**config.mk**
```make
export PLATFORM = sky130hd
export DESIGN_NAME = icu_capture_top
export DESIGN_NICKNAME = d
export VERILOG_FILES = /design/src/rtl/icu_pkg.sv /design/src/rtl/icu_capture_top.sv /design/src/rtl/icu_pin_sync.sv /design/src/rtl/icu_edge_prescaler.sv
export SDC_FILE = /design/constraint.sdc
export NUM_CORES = 1
export LEC_CHECK = 0
export BUFFER_PORTS_ARGS = -buffer_cell sky130_fd_sc_hd__buf_2
export CAP_MARGIN = 20
export CORE_ASPECT_RATIO = 0.6
export CORE_UTILIZATION = 39
export CTS_CLUSTER_SIZE = 20
export DETAILED_ROUTE_END_ITERATION = 8
export PLACE_DENSITY = 0.74
export SLEW_MARGIN = 0
export SYNTH_ARGS = -nofsm -noshare
export SYNTH_HDL_FRONTEND = slang
export SYNTH_SLANG_ARGS = --single-unit
export TNS_END_PERCENT = 1
```
**constraint.sdc**
```tcl
create_clock -name core_clk -period 1.96 [get_ports core_clk]
set_clock_uncertainty 0.1 [all_clocks]
set_input_delay 0.49 -clock core_clk [delete_from_list [all_inputs] [get_ports core_clk]]
set_output_delay 0.49 -clock core_clk [all_outputs]
set_load 0.01 [all_outputs]
```
**src/rtl/icu_pkg.sv**
```systemverilog
// Operation
// channel b pin comes from primary pin when fuse is 1, else alternate.
// software must make the capture pin an input wherever it is routed.
// on a capture event copy the selected 16-bit timer into the capture bytes.
// mode field bits 3:0 select falling, rising, 4th rising or 16th rising edge.
// modes 0100 falling, 0101 rising, 0110 every 4th, 0111 every 16th rising.
// mode 0000 turns the channel off and clears its internal state.
// each capture sets the channel flag; only software clears it.
// a new capture overwrites an unread value with no overrun indication.
// each capturing channel picks timer one or three through its own select bit.
// a compare special event trigger resets the channel's own time base.
// channel b special event trigger also starts a conversion when converter enabled.
// channel a special event trigger only resets its timer, never starts conversion.
// two channels both in pulse-width mode share timer two.
// the capture time base must run as timer or synchronised counter.
// the pin level is watched even while the pin is driven as output.
// a mode change may set the flag; software masks it then clears it.
// the prescaler counter is held clear when off or not capturing.
// switching between capture prescalers keeps the counter running.
// software should write zero to the mode before a new prescaler mode.
// the pin passes a two-stage synchroniser before edge detection.
// prescaler counts rising edges only and captures on its wrap.
package icu_pkg;

   localparam logic [3:0] ICU_MODE_OFF = 4'h0;
   localparam logic [3:0] ICU_MODE_TOGGLE = 4'h2;
   localparam logic [3:0] ICU_MODE_FALL = 4'h4;
   localparam logic [3:0] ICU_MODE_RISE = 4'h5;
   localparam logic [3:0] ICU_MODE_DIV4 = 4'h6;
   localparam logic [3:0] ICU_MODE_DIV16 = 4'h7;
   localparam logic [3:0] ICU_MODE_SPECIAL = 4'hB;
   localparam logic [1:0] ICU_GRP_CAPTURE = 2'h1;
   localparam logic [1:0] ICU_GRP_COMPARE = 2'h2;
   localparam logic [1:0] ICU_GRP_PWM = 2'h3;
   localparam int ICU_MODE_MSB = 3;
   localparam int ICU_MODE_LSB = 0;
   localparam int ICU_FLAG_BIT = 0;
   localparam logic [3:0] ICU_PRESC_TERM_4 = 4'h3;
   localparam logic [3:0] ICU_PRESC_TERM_16 = 4'hF;
   localparam logic [3:0] ICU_PRESC_RESET = 4'h0;
   localparam logic [15:0] ICU_CAP_RESET = 16'h0000;

   function automatic logic icu_is_capture(input logic [3:0] mode);
      return mode[3:2] == ICU_GRP_CAPTURE;
   endfunction

   function automatic logic icu_is_compare(input logic [3:0] mode);
      return (mode == ICU_MODE_TOGGLE) || (mode[3:2] == ICU_GRP_COMPARE);
   endfunction

   function automatic logic icu_is_pwm(input logic [3:0] mode);
      return mode[3:2] == ICU_GRP_PWM;
   endfunction

   // timer three chosen when the select bit is set
   function automatic logic [15:0] icu_time_base(input logic sel_three,
      input logic [15:0] t_one, input logic [15:0] t_three);
      return sel_three ? t_three : t_one;
   endfunction

endpackage

```
**src/rtl/icu_capture_top.sv**
```systemverilog
`timescale 1ns/100ps
module icu_capture_top
   import icu_pkg::*;
(
   input wire logic core_clk,
   input wire logic rst,
   input wire logic channel_a_pin,
   input wire logic route_pin_primary,
   input wire logic route_pin_alternate,
   input wire logic channel_b_pin_route_fuse,
   input wire logic [3:0] chan_a_mode_field,
   input wire logic [3:0] chan_b_mode_field,
   input wire logic timer_sel_a_three,
   input wire logic timer_sel_b_three,
   input wire logic [15:0] timer_one_count,
   input wire logic [15:0] timer_three_count,
   input wire logic chan_a_compare_match,
   input wire logic chan_b_compare_match,
   input wire logic adc_enable,
   input wire logic chan_a_irq_flag_clr,
   input wire logic chan_b_irq_flag_clr,
   output logic [7:0] cap_a_high_byte,
   output logic [7:0] cap_a_low_byte,
   output logic [7:0] cap_b_high_byte,
   output logic [7:0] cap_b_low_byte,
   output logic chan_a_irq_flag,
   output logic chan_b_irq_flag,
   output logic timer_one_reset,
   output logic timer_three_reset,
   output logic adc_start_req,
   output logic pwm_shared_timer_two
);

   typedef struct packed {
      logic [15:0] cap_a;
      logic [15:0] cap_b;
      logic flag_a;
      logic flag_b;
      logic t1_rst;
      logic t3_rst;
      logic adc_start;
      logic pwm_shared;
   } icu_top_t;

   icu_top_t st_reg;
   icu_top_t st_next;

   logic pin_b;
   logic rise_a;
   logic fall_a;
   logic rise_b;
   logic fall_b;
   logic evt_a;
   logic evt_b;
   logic sev_a;
   logic sev_b;
   logic [15:0] base_a;
   logic [15:0] base_b;

   // fuse routes channel b to primary pin when set
   assign pin_b = channel_b_pin_route_fuse ? route_pin_primary : route_pin_alternate;

   icu_pin_sync u_sync_a (
      .core_clk (core_clk),
      .rst (rst),
      .pin_in (channel_a_pin),
      .rise (rise_a),
      .fall (fall_a)
   );

   icu_pin_sync u_sync_b (
      .core_clk (core_clk),
      .rst (rst),
      .pin_in (pin_b),
      .rise (rise_b),
      .fall (fall_b)
   );

   // mode field picks the qualifying edge
   icu_edge_prescaler u_presc_a (
      .core_clk (core_clk),
      .rst (rst),
      .mode (chan_a_mode_field),
      .rise (rise_a),
      .fall (fall_a),
      .cap_event (evt_a)
   );

   // mode decode lives in the prescaler
   icu_edge_prescaler u_presc_b (
      .core_clk (core_clk),
      .rst (rst),
      .mode (chan_b_mode_field),
      .rise (rise_b),
      .fall (fall_b),
      .cap_event (evt_b)
   );

   // independent time base per channel
   assign base_a = icu_time_base(timer_sel_a_three, timer_one_count, timer_three_count);
   assign base_b = icu_time_base(timer_sel_b_three, timer_one_count, timer_three_count);

   // match only counts as a trigger in special event mode
   assign sev_a = (chan_a_mode_field == ICU_MODE_SPECIAL) && chan_a_compare_match;
   assign sev_b = (chan_b_mode_field == ICU_MODE_SPECIAL) && chan_b_compare_match;

   always_comb
   begin
      st_next = st_reg;

      // copy selected timer on event
      if (evt_a)
      begin
         // overwrite without overrun check
         st_next.cap_a = base_a;
      end
      // channel b capture
      if (evt_b)
      begin
         // unread value simply lost
         st_next.cap_b = base_b;
      end

      // mode change can flag early through a leftover prescaler count
      // flag set wins over software clear
      st_next.flag_a = (st_reg.flag_a & ~chan_a_irq_flag_clr) | evt_a
         | (icu_is_compare(chan_a_mode_field) & chan_a_compare_match);
      // hardware never clears flag
      st_next.flag_b = (st_reg.flag_b & ~chan_b_irq_flag_clr) | evt_b
         | (icu_is_compare(chan_b_mode_field) & chan_b_compare_match);

      // trigger resets own time base
      st_next.t1_rst = (sev_a & ~timer_sel_a_three) | (sev_b & ~timer_sel_b_three);
      st_next.t3_rst = (sev_a & timer_sel_a_three) | (sev_b & timer_sel_b_three);

      // channel b trigger may start conversion
      // channel a trigger never feeds conversion
      st_next.adc_start = sev_b & adc_enable;

      // both pulse-width channels share timer two
      st_next.pwm_shared = icu_is_pwm(chan_a_mode_field) & icu_is_pwm(chan_b_mode_field);
   end

   always_ff @(posedge core_clk)
   begin
      if (rst)
      begin
         st_reg <= '0;
      end
      else
      begin
         st_reg <= st_next;
      end
   end

   assign cap_a_high_byte = st_reg.cap_a[15:8];
   assign cap_a_low_byte = st_reg.cap_a[7:0];
   assign cap_b_high_byte = st_reg.cap_b[15:8];
   assign cap_b_low_byte = st_reg.cap_b[7:0];
   assign chan_a_irq_flag = st_reg.flag_a;
   assign chan_b_irq_flag = st_reg.flag_b;
   assign timer_one_reset = st_reg.t1_rst;
   assign timer_three_reset = st_reg.t3_rst;
   assign adc_start_req = st_reg.adc_start;
   assign pwm_shared_timer_two = st_reg.pwm_shared;

endmodule

```
**src/rtl/icu_pin_sync.sv**
```systemverilog
`timescale 1ns/100ps
module icu_pin_sync
   import icu_pkg::*;
(
   input wire logic core_clk,
   input wire logic rst,
   input wire logic pin_in,
   output logic rise,
   output logic fall
);

   typedef struct packed {
      logic s1;
      logic s2;
      logic s3;
      logic rise;
      logic fall;
   } icu_sync_t;

   icu_sync_t st_reg;
   icu_sync_t st_next;

   always_comb
   begin
      st_next = st_reg;
      // two-stage synchroniser
      st_next.s1 = pin_in;
      st_next.s2 = st_reg.s1;
      st_next.s3 = st_reg.s2;
      // level-based edges
      st_next.rise = st_reg.s2 & ~st_reg.s3;
      st_next.fall = ~st_reg.s2 & st_reg.s3;
   end

   always_ff @(posedge core_clk)
   begin
      if (rst)
      begin
         st_reg <= '0;
      end
      else
      begin
         st_reg <= st_next;
      end
   end

   assign rise = st_reg.rise;
   assign fall = st_reg.fall;

endmodule

```
**src/rtl/icu_edge_prescaler.sv**
```systemverilog
`timescale 1ns/100ps
module icu_edge_prescaler
   import icu_pkg::*;
(
   input wire logic core_clk,
   input wire logic rst,
   input wire logic [3:0] mode,
   input wire logic rise,
   input wire logic fall,
   output logic cap_event
);

   typedef struct packed {
      logic [3:0] cnt;
      logic evt;
   } icu_presc_t;

   icu_presc_t st_reg;
   icu_presc_t st_next;
   logic [3:0] term;

   always_comb
   begin
      st_next = st_reg;
      st_next.evt = 1'b0;
      term = (mode == ICU_MODE_DIV4) ? ICU_PRESC_TERM_4 : ICU_PRESC_TERM_16;
      // off clears state
      // held clear unless capturing
      if (!icu_is_capture(mode))
      begin
         st_next.cnt = ICU_PRESC_RESET;
      end
      else
      begin
         case (mode)
            ICU_MODE_FALL:
               st_next.evt = fall;
            ICU_MODE_RISE:
               st_next.evt = rise;
            default:
               // count rising, capture on wrap
               if (rise)
               begin
                  // masked compare, leftover count gives early capture
                  if ((st_reg.cnt & term) == term)
                  begin
                     st_next.evt = 1'b1;
                     st_next.cnt = ICU_PRESC_RESET;
                  end
                  else
                  begin
                     st_next.cnt = st_reg.cnt + 4'h1;
                  end
               end
         endcase
      end
   end

   always_ff @(posedge core_clk)
   begin
      if (rst)
      begin
         st_reg <= '0;
      end
      else
      begin
         st_reg <= st_next;
      end
   end

   assign cap_event = st_reg.evt;

endmodule

```
* Word-level counts from Yosys, hierarchy flattened
Cells that the tools add are included.
** Operators by class
- Eq/ne operators :: 18
- Add/sub/neg operators :: 2
- Mux-type cells :: 13
- Bitwise logic cells :: 34
- Reductions and logical operators :: 10
** Operator list (number)
- 2-to-1 mux 16 bit :: 2
- equality test 4 x 3 -> 1 bit (second input constant) :: 6
- 2-to-1 mux 4 bit :: 4
- bitwise AND 1 bit :: 14
- inverter 1 bit :: 12
- adder 4 x 1 -> 4 bit (second input constant) :: 2
- bitwise AND 4 bit :: 2
- equality test 2 bit (second input constant) :: 4
- equality test 4 x 2 -> 1 bit (second input constant) :: 2
- equality test 4 bit :: 2
- equality test 4 bit (second input constant) :: 2
- OR reduction 2 bit :: 4
- bitwise OR 1 bit :: 6
- 2-to-1 mux 1 bit :: 5
- equality test 2 x 1 -> 1 bit (second input constant) :: 2
- one-hot mux 1 bit (2 select lines) :: 2
- AND reduction 2 bit :: 2
- logical AND 1 bit :: 2
- logical OR 1 bit :: 2
** Word-level totals
- Output and inout port bits :: 38
- Flip-flop bits (word level) :: 58

* Depth between registers and ports, before layout
Gate-level depths: netlist of run 1.
- Depth in word-level cells :: 7
- Depth in mapped cells :: 5
- Depth with buffers taken out :: 4

* Modules after synthesis
A second synthesis of run 1 with hierarchy kept.
** Unflattened totals
- Cell total of the unflattened synthesis :: 260
- Area total of the unflattened synthesis :: 2529.9 um2
** Modules (own cells, without submodules)
- icu_capture_top :: cells an instance 174, instances 1, sequential area each 760.7 um2, area an instance 1699.1 um2
- icu_edge_prescaler :: cells an instance 33, instances 2, sequential area each 100.1 um2, area an instance 281.5 um2
- icu_pin_sync :: cells an instance 10, instances 2, sequential area each 100.1 um2, area an instance 133.9 um2

* Least setup slack after synthesis of run 1
OpenSTA, ideal clock, no wires.
- Path type :: input port to flip-flop
- From :: input port chan_b_mode_field[2]
- To :: register u_presc_b.st_reg[4] (netlist bit)
- Cell stages on the path :: 4
- Data arrival time :: 1.422 ns
- Path slack :: 0.364 ns
- Setup time :: 0.074 ns
- Cell sequence :: or3b_4 > nand2_4 > or4_1 > a31oi_1
** Between the ends
- Longest elaborated chain between the ends :: 5
- Elaborated cells on any way between the ends :: 13
- Those cells by class :: eq/ne (5); mux (2); bitwise (3); reduce/logical (3)
** Ends and longest elaborated chain
- start: declaration :: line icu_capture_top.sv:12 : input wire logic [3:0] chan_b_mode_field,
- equality test 4 x 3 -> 1 bit :: line icu_edge_prescaler.sv:26 : term = (mode == ICU_MODE_DIV4) ? ICU_PRESC_TERM_4 : ICU_PRESC_TERM_16;
- 2-to-1 mux 4 bit :: line icu_edge_prescaler.sv:26
- bitwise AND 4 bit :: line icu_edge_prescaler.sv:45 : if ((st_reg.cnt & term) == term)
- equality test 4 bit :: line icu_edge_prescaler.sv:45
- 2-to-1 mux 4 bit :: line icu_edge_prescaler.sv:45
- end signal: assignment :: line icu_edge_prescaler.sv:67 : st_reg <= st_next;
- end: declaration :: line icu_edge_prescaler.sv:18 : icu_presc_t st_reg;
Several ways; a longest one is shown, not always the timed one.
A chain may end at the register's enable or synchronous reset.

* Worst setup path in the final report of run 1
- From :: register u_presc_a.st_reg[1] (netlist bit)
- To :: register u_presc_a.st_reg[4] (netlist bit)
** Between the ends
- Longest elaborated chain between the ends :: 3
- Elaborated cells on any way between the ends :: 4
- Those cells by class :: add/sub (1); eq/ne (1); mux (1); bitwise (1)
** Ends and longest elaborated chain (line)
- start: declaration :: icu_edge_prescaler.sv:18
- start signal: assignment :: icu_edge_prescaler.sv:67
- branches (longest 2 deep; another with adder 4 x 1 -> 4 bit)
- 2-to-1 mux 4 bit * :: icu_edge_prescaler.sv:45
Every way passes the cells marked *.

==> results of run 1 <==
layout make-up:
type	instances	area [sq um]
timing repair buffer	95	525.5
clock buffer	14	172.7
multi-input combinational	180	1215
tap	80	100.1
inverter	4	15.01
sequential	58	1161
fill	574	2634
clock inverter	2	10.01
final timing paths:
kind / endpoint / startpoint
worst min-delay path: u_sync_a.st_next[3]$_SDFF_PP0_ / channel_a_pin
worst max-delay path: u_presc_a.st_reg[4]$_SDFFE_PP0P_ / u_presc_a.st_reg[1]$_SDFFE_PP0P_
worst min register to register: u_sync_b.fall$_SDFF_PP0_ / u_sync_b.st_next[2]$_SDFF_PP0_
worst max register to register: u_presc_a.st_reg[4]$_SDFFE_PP0P_ / u_presc_a.st_reg[1]$_SDFFE_PP0P_
cells by family (layout without fill, tap and decap cells):
kind of cell / after synthesis / in the layout / share of synthesized area [%]
compound gates: 50 / 50 / 14.14
fa+ha+maj: 2 / 2 / 1.017
buf+inv: 21 / 115 / 3.408
flops: 58 / 58 / 47.20
mux: 35 / 35 / 14.24
simple gates: 93 / 93 / 19.99
per-layer routing:
layer / track usage, % / share of wire [%] / vias up
met3: 7.350 / 6.6 / 6
li1: - / - / 1117
met2: 27.07 / 42 / 64
met5: 0 / 0 / -
met4: 4.821 / 0.69 / 0
met1: 24.75 / 51 / 963
per-stage QoR:
step | hold WS, ns | utilization, % | worst slack [ns] | total power, mW | std cells
floorplan | 0.2835 | - | 0.3637 | 1.324 | 259
global placement | 0.2938 | 51.72 | 0.1946 | 1.419 | 417
detailed placement | 0.3024 | 51.72 | 0.1517 | 1.424 | 417
CTS | 0.2659 | 54.85 | 0.3730 | 2.428 | 433
global route | 0.2922 | 54.85 | 0.2736 | 2.507 | 433
finish | 0.2854 | 54.85 | 0.3642 | 2.392 | 433
cell usage after synthesis:
master | count | area [sq um]
nand2_4 | 1 | 11.26
clkbuf_1 | 9 | 33.78
o22a_1 | 2 | 17.52
nor2_1 | 40 | 150.1
buf_2 | 4 | 20.02
a211oi_1 | 32 | 240.2
dfxtp_1 | 58 | 1161
ha_1 | 2 | 25.02
and2b_2 | 1 | 8.760
nand4_1 | 3 | 18.77
a21boi_1 | 1 | 7.510
or4_1 | 2 | 15.01
nor3b_1 | 5 | 37.54
or3b_2 | 3 | 26.28
mux2i_1 | 35 | 350.3
or3_2 | 1 | 7.510
nand3_1 | 10 | 50.05
nand4bb_1 | 2 | 22.52
nand3b_1 | 4 | 30.03
a21oi_1 | 8 | 40.04
a21boi_0 | 1 | 7.510
inv_1 | 4 | 15.01
a31oi_1 | 4 | 25.02
or3b_4 | 1 | 11.26
or3_1 | 1 | 6.260
nand2_1 | 9 | 33.78
o21ai_0 | 2 | 10.01
nor2b_1 | 10 | 62.56
buf_1 | 4 | 15.01
power groups by stage:
stage	clock, mW	sequential [mW]	combinational (mW)
after floorplan	0	1.22	0.102
after global placement	0	1.22	0.198
after detailed placement	0	1.22	0.202
after CTS	1.03	1.20	0.203
after global routing	1.09	1.20	0.222
final	0.995	1.20	0.201
==> flow_metrics.tcl, run 1 <==
set metrics [dict create \
    critPathBufInv 0 \
    worstSkewPairLatency_ns 0.32 \
    holdPathStages 2 \
    cts_hold_buf 0 \
    ir_drop_uv 320.1 \
    initial_core_util_pct 42.17 \
    grt_max_degree 36 \
    route.vias.total 2150 \
    fp.dieW_microns 104.5 \
    fin_nets 403 \
    path_clk_slew_ns 0.06 \
    grt_setup_unrepaired "false" \
    cts_max_level 3 \
    power_leakage_nw 1.398 \
    start_kind "flip-flop" \
    drive_above_1_share_pct 32.86 \
    core_region_area_sq_um 5833 \
    synth_cell_types 29 \
    end_kind "flip-flop" \
    cts_max_path_buffers 2 \
    antenna_found_initial 0 \
    cts-buffers-inserted 9 \
    firstDrtPassIters 4 \
    critPathArrivalTime_ns 1.74 \
    gp_congestion 0.8237 \
    rr_worst_depth 4 \
    worstSetupPathType "flip-flop to flip-flop" \
    power_frac_seq_pct 50.0 \
    drtAntennaViolNets 0 \
    hold_class "input port to flip-flop" \
    setup_tns_ns 0 \
    yosys_warnings 0 \
    switching_power_mw 0.5433 \
    slowest_delay_ns 0.52 \
    first_iter_violations 124 \
    ios 91 \
    numClockSinks 58 \
    placed_area_sq_um 3017 \
    rrSetupSlack_ns 0.36 \
    cp.required_ns 2.11 \
    hold_viol 0 \
    die_y_microns 63.52 \
    cts_tree "done" \
    ys_ff_latch 58 \
    synth_area_sq_um 2460 \
    swShare_pct 22.71 \
    maxCapViolations 0 \
    drc_errors 0 \
    slew_headroom_pct 63.93 \
    min_period_ns 1.596 \
    grt.overflow.total 0 \
    crit_cells 4 \
    grt_use_total_pct 18.37 \
    worstPathCellList "ha_1 > a21boi_1 > or4_1 > a31oi_1" \
    critPathSlowestCell "or4_1" \
    p_int_mw 1.849 \
    finalWirelength_microns 5814 \
    grt_pass1_wl_microns 9570 \
    syn_area_per_cell_sq_um 9.498 \
    final_common_cell "buf_2" \
    synth_seq_area_share_pct 47.20 \
    viasPerCell 4.965 \
    report.final.slew_viol_count 0 \
    syn_inst 259 \
    finalSetupViolCount 0 \
    status "completed" \
    clockPowerShare_pct 41.6 \
    post_cts_buffers 0 \
    syn-num-nets 314 \
    worstMarginPinSlew_ns 0.5410 \
    final_cell_area_sq_um 3199 \
    crit_fanout 4 \
    dieArea_sq_um 6639 \
    post_cts_resized 0 \
    pwr-share-comb_pct 8.4 \
    cellPowerDensity_nw_per_um2 747.7 \
    most-common-layout-cells "buf_2, dfxtp_1, nor2_1" \
    io_buffers 90 \
    diodes 0 \
    row_count 21 \
    worst_path_dominant_cell_family "simple AND/OR/NAND/NOR gates" \
    root_buffer "clkbuf_8" \
    grt_pass1_vias 1992 \
    dp_hpwl_microns 4217 \
    finalCritPeriodShare_pct 81.42 \
    wire_per_inst_microns 13.43 \
    syn_to_final_growth_pct 30.06 \
    fmax_ghz 0.6266 \
]
(Power assumes the default switching activity.)
==> run 2, diff against run 1 <==
--- a/config.mk
+++ b/config.mk
@@ -5,13 +5,14 @@
 export SDC_FILE = /design/constraint.sdc
 export NUM_CORES = 1
 export LEC_CHECK = 0
+export ABC_AREA = 1
 export BUFFER_PORTS_ARGS = -buffer_cell sky130_fd_sc_hd__buf_2
 export CAP_MARGIN = 20
 export CORE_ASPECT_RATIO = 0.6
 export CORE_UTILIZATION = 39
 export CTS_CLUSTER_SIZE = 20
 export DETAILED_ROUTE_END_ITERATION = 8
-export PLACE_DENSITY = 0.74
+export PLACE_DENSITY = 0.75
 export SLEW_MARGIN = 0
 export SYNTH_ARGS = -nofsm -noshare
 export SYNTH_HDL_FRONTEND = slang
==> constraint.sdc (replaced) <==
create_clock -name core_clk -period 1.35 [get_ports core_clk]
set_clock_uncertainty 0.1 [all_clocks]
set_input_delay 0.3375 -clock core_clk [delete_from_list [all_inputs] [get_ports core_clk]]
set_output_delay 0.3375 -clock core_clk [all_outputs]
set_load 0.01 [all_outputs]
==> run 2 against run 1 <==
  * Worst hold slack got worse by 0.18 ns
  * Flip-flop and latch count unchanged
  * Critical path depth decreased by 3
  * Sequential share of layout area fell by 4.1 points
  * Total power grew 96%
  * Non-clock buffer count grew 2
  * Synthesized cell count up 44%
  * Clock power rose to 2.7 times the previous value
  * Wire length grew 20%
  * Critical endpoint is now cap_a_low_byte[4]
==> flow_metrics.tcl, run 2 <==
set metrics [dict create \
    synth_top_area_cell "dfxtp_1" \
    hold_viol 0 \
    first_iter_violations 101 \
    critPathBufInv 1 \
    drtAntennaViolNets 0 \
    power_leakage_nw 1.896 \
    post_cts_buffers 0 \
    fin_nets 516 \
    critPathArrivalTime_ns 0.84 \
    post_cts_resized 0 \
    worstSkewPairLatency_ns 0.32 \
    syn_to_final_growth_pct 32.55 \
    cts_max_path_buffers 2 \
    row_count 23 \
    final_common_cell "nand2_1" \
    cts_hold_buf 0 \
    layout.cells.non_filler 553 \
    diodes 0 \
    syn_inst 374 \
    synth_seq_area_share_pct 42.61 \
    hold_start "channel_b_pin_route_fuse" \
    grt.overflow.total 0 \
    setup_tns_ns 0 \
    finalSetupViolCount 0 \
    cts-buffers-inserted 9 \
    yosys_warnings 0 \
    slowest_delay_ns 0.37 \
    root_buffer "clkbuf_16" \
    gp_congestion 0.7597 \
    dieArea_sq_um 7337 \
    start_kind "flip-flop" \
    cts_max_level 3 \
    yosysMostFrequentCell "nand2_1" \
    ios 91 \
    die_y_microns 66.75 \
    finalWirelength_microns 6950 \
    viasPerCell 4.727 \
    worstMarginPinSlew_ns 0.3202 \
    worstPathCellList "buf_2" \
    place_inst 537 \
    ys_ff_latch 58 \
    r2r_start "u_presc_b.st_reg[1]$_SDFFE_PP0P_" \
    syn-num-nets 429 \
    end_kind "output port" \
    report.final.slew_viol_count 0 \
    min_period_ns 1.278 \
    antenna_found_initial 0 \
    maxCapViolations 0 \
    crit_fanout 2 \
    hold_class "input port to flip-flop" \
    synth_area_sq_um 2725 \
    grt_setup_unrepaired "false" \
    cellPowerDensity_nw_per_um2 1297 \
    syn_area_per_cell_sq_um 7.286 \
    core_region_area_sq_um 6705 \
    worst_path_dominant_cell_family "flip-flops" \
    ys.flop_type "dfxtp_1" \
    post-route-worst-setup-slack_ns 0.07173 \
    drive_above_1_share_pct 29.18 \
    initial_core_util_pct 40.64 \
    finish.utilization_pct 53.87 \
    synth_cell_types 25 \
    drc_errors 0 \
    synth_commonest_cells "nand2_1, dfxtp_1, inv_1" \
    path_clk_slew_ns 0.05 \
    grt_pass1_wl_microns 10970 \
    critPathSlowestCell "dfxtp_1" \
    finalCritPeriodShare_pct 94.69 \
    grt_pass1_vias 2327 \
    wire_per_inst_microns 12.57 \
    crit_start "cap_a_low_byte[4]$_SDFFE_PP0P_" \
    numClockSinks 58 \
    grt_use_total_pct 20.04 \
    dp_hpwl_microns 5150 \
    ir_drop_uv 715.1 \
    fp.dieW_microns 109.9 \
    synth_edf_count 0 \
    slew_headroom_pct 78.62 \
    worstSetupPathType "flip-flop to output port" \
    synth_top_cell_area_share_pct 42.61 \
    cp.required_ns 0.91 \
    grt_max_degree 34 \
    cts_tree "done" \
    firstDrtPassIters 4 \
    route.vias.total 2614 \
    async_reset_ff_share_pct 0 \
    most-common-layout-cells "nand2_1, buf_2, dfxtp_1" \
    status "completed" \
    io_buffers 90 \
    pre_cts_ws_ns 0.1091 \
    fmax_ghz 0.7823 \
    synthTopCellsByArea "dfxtp_1, nand2_1, o211ai_1" \
]
==> run 2: cell count changes after synthesis, moves of 5 or more <==
cell / previous run / this run
nor3b_1: 5 / 0
nand2_1: 9 / 98
inv_1: 4 / 57
nand3_1: 10 / 41
a211oi_1: 32 / 0
buf_2: 4 / 15
mux2i_1: 35 / 0
nor2_2: 0 / 6
clkbuf_1: 9 / 0
nor2_1: 40 / 17
nor2b_1: 10 / 0
o211ai_1: 0 / 32
==> run 2: logic make-up after synthesis <==
group / Yosys count / synth area share, %
AO/OA/AOI/OAI: 47 / 12.17
adder cells (fa/ha/maj): 2 / 0.9181
buffers and inverters: 85 / 13.77
flip-flops: 58 / 42.61
AND/OR/NAND/NOR: 182 / 30.53
==> run 2: power breakdown <==
group	leakage (nW)	switching [mW]	total (mW)	internal [mW]
Sequential	0.469	0.0100	1.74	1.73
Combinational	1.25	0.186	0.309	0.123
Clock	0.176	0.742	2.64	1.89
Total	1.90	0.938	4.69	3.75
==> run 2: worst paths after layout <==
path                                      endpoint  slack [ns]  cells after the start
setup / recovery                 cap_a_low_byte[4]        0.07                      1
hold / removal      u_sync_b.st_next[3]$_SDFF_PP0_        0.10                      2
setup reg to reg  u_presc_b.st_reg[3]$_SDFFE_PP0P_        0.17                      4
hold reg to reg     u_sync_a.st_next[2]$_SDFF_PP0_        0.31                      2
==> run 2: routing by layer <==
metal | wire length [microns] | track usage (%) | vias up
met1 | 3480 | 26.99 | 1166
li1 | - | - | 1369
met4 | 27 | 6.333 | 0
met2 | 2968 | 30.00 | 77
met3 | 473 | 6.654 | 2
met5 | 0 | 0 | -
==> run 2: final cells by class <==
cell class | instances | area [sq um]
timing repair buffer | 97 | 553.0
inverter | 64 | 247.7
clock buffer | 11 | 252.7
tap | 87 | 108.9
multi-input combinational | 231 | 1189
clock inverter | 5 | 100.1
fill | 655 | 3093
sequential | 58 | 1161
==> run 2: metrics by stage <==
step	total power [mW]	instance area, sq um	hold WS [ns]
CTS	4.728	3612	0.09095
global placement	2.076	3259	0.2898
global route	4.862	3612	0.09237
floorplan	1.942	2725	0.2883
detailed placement	2.082	3259	0.2973
finish	4.686	3612	0.1011
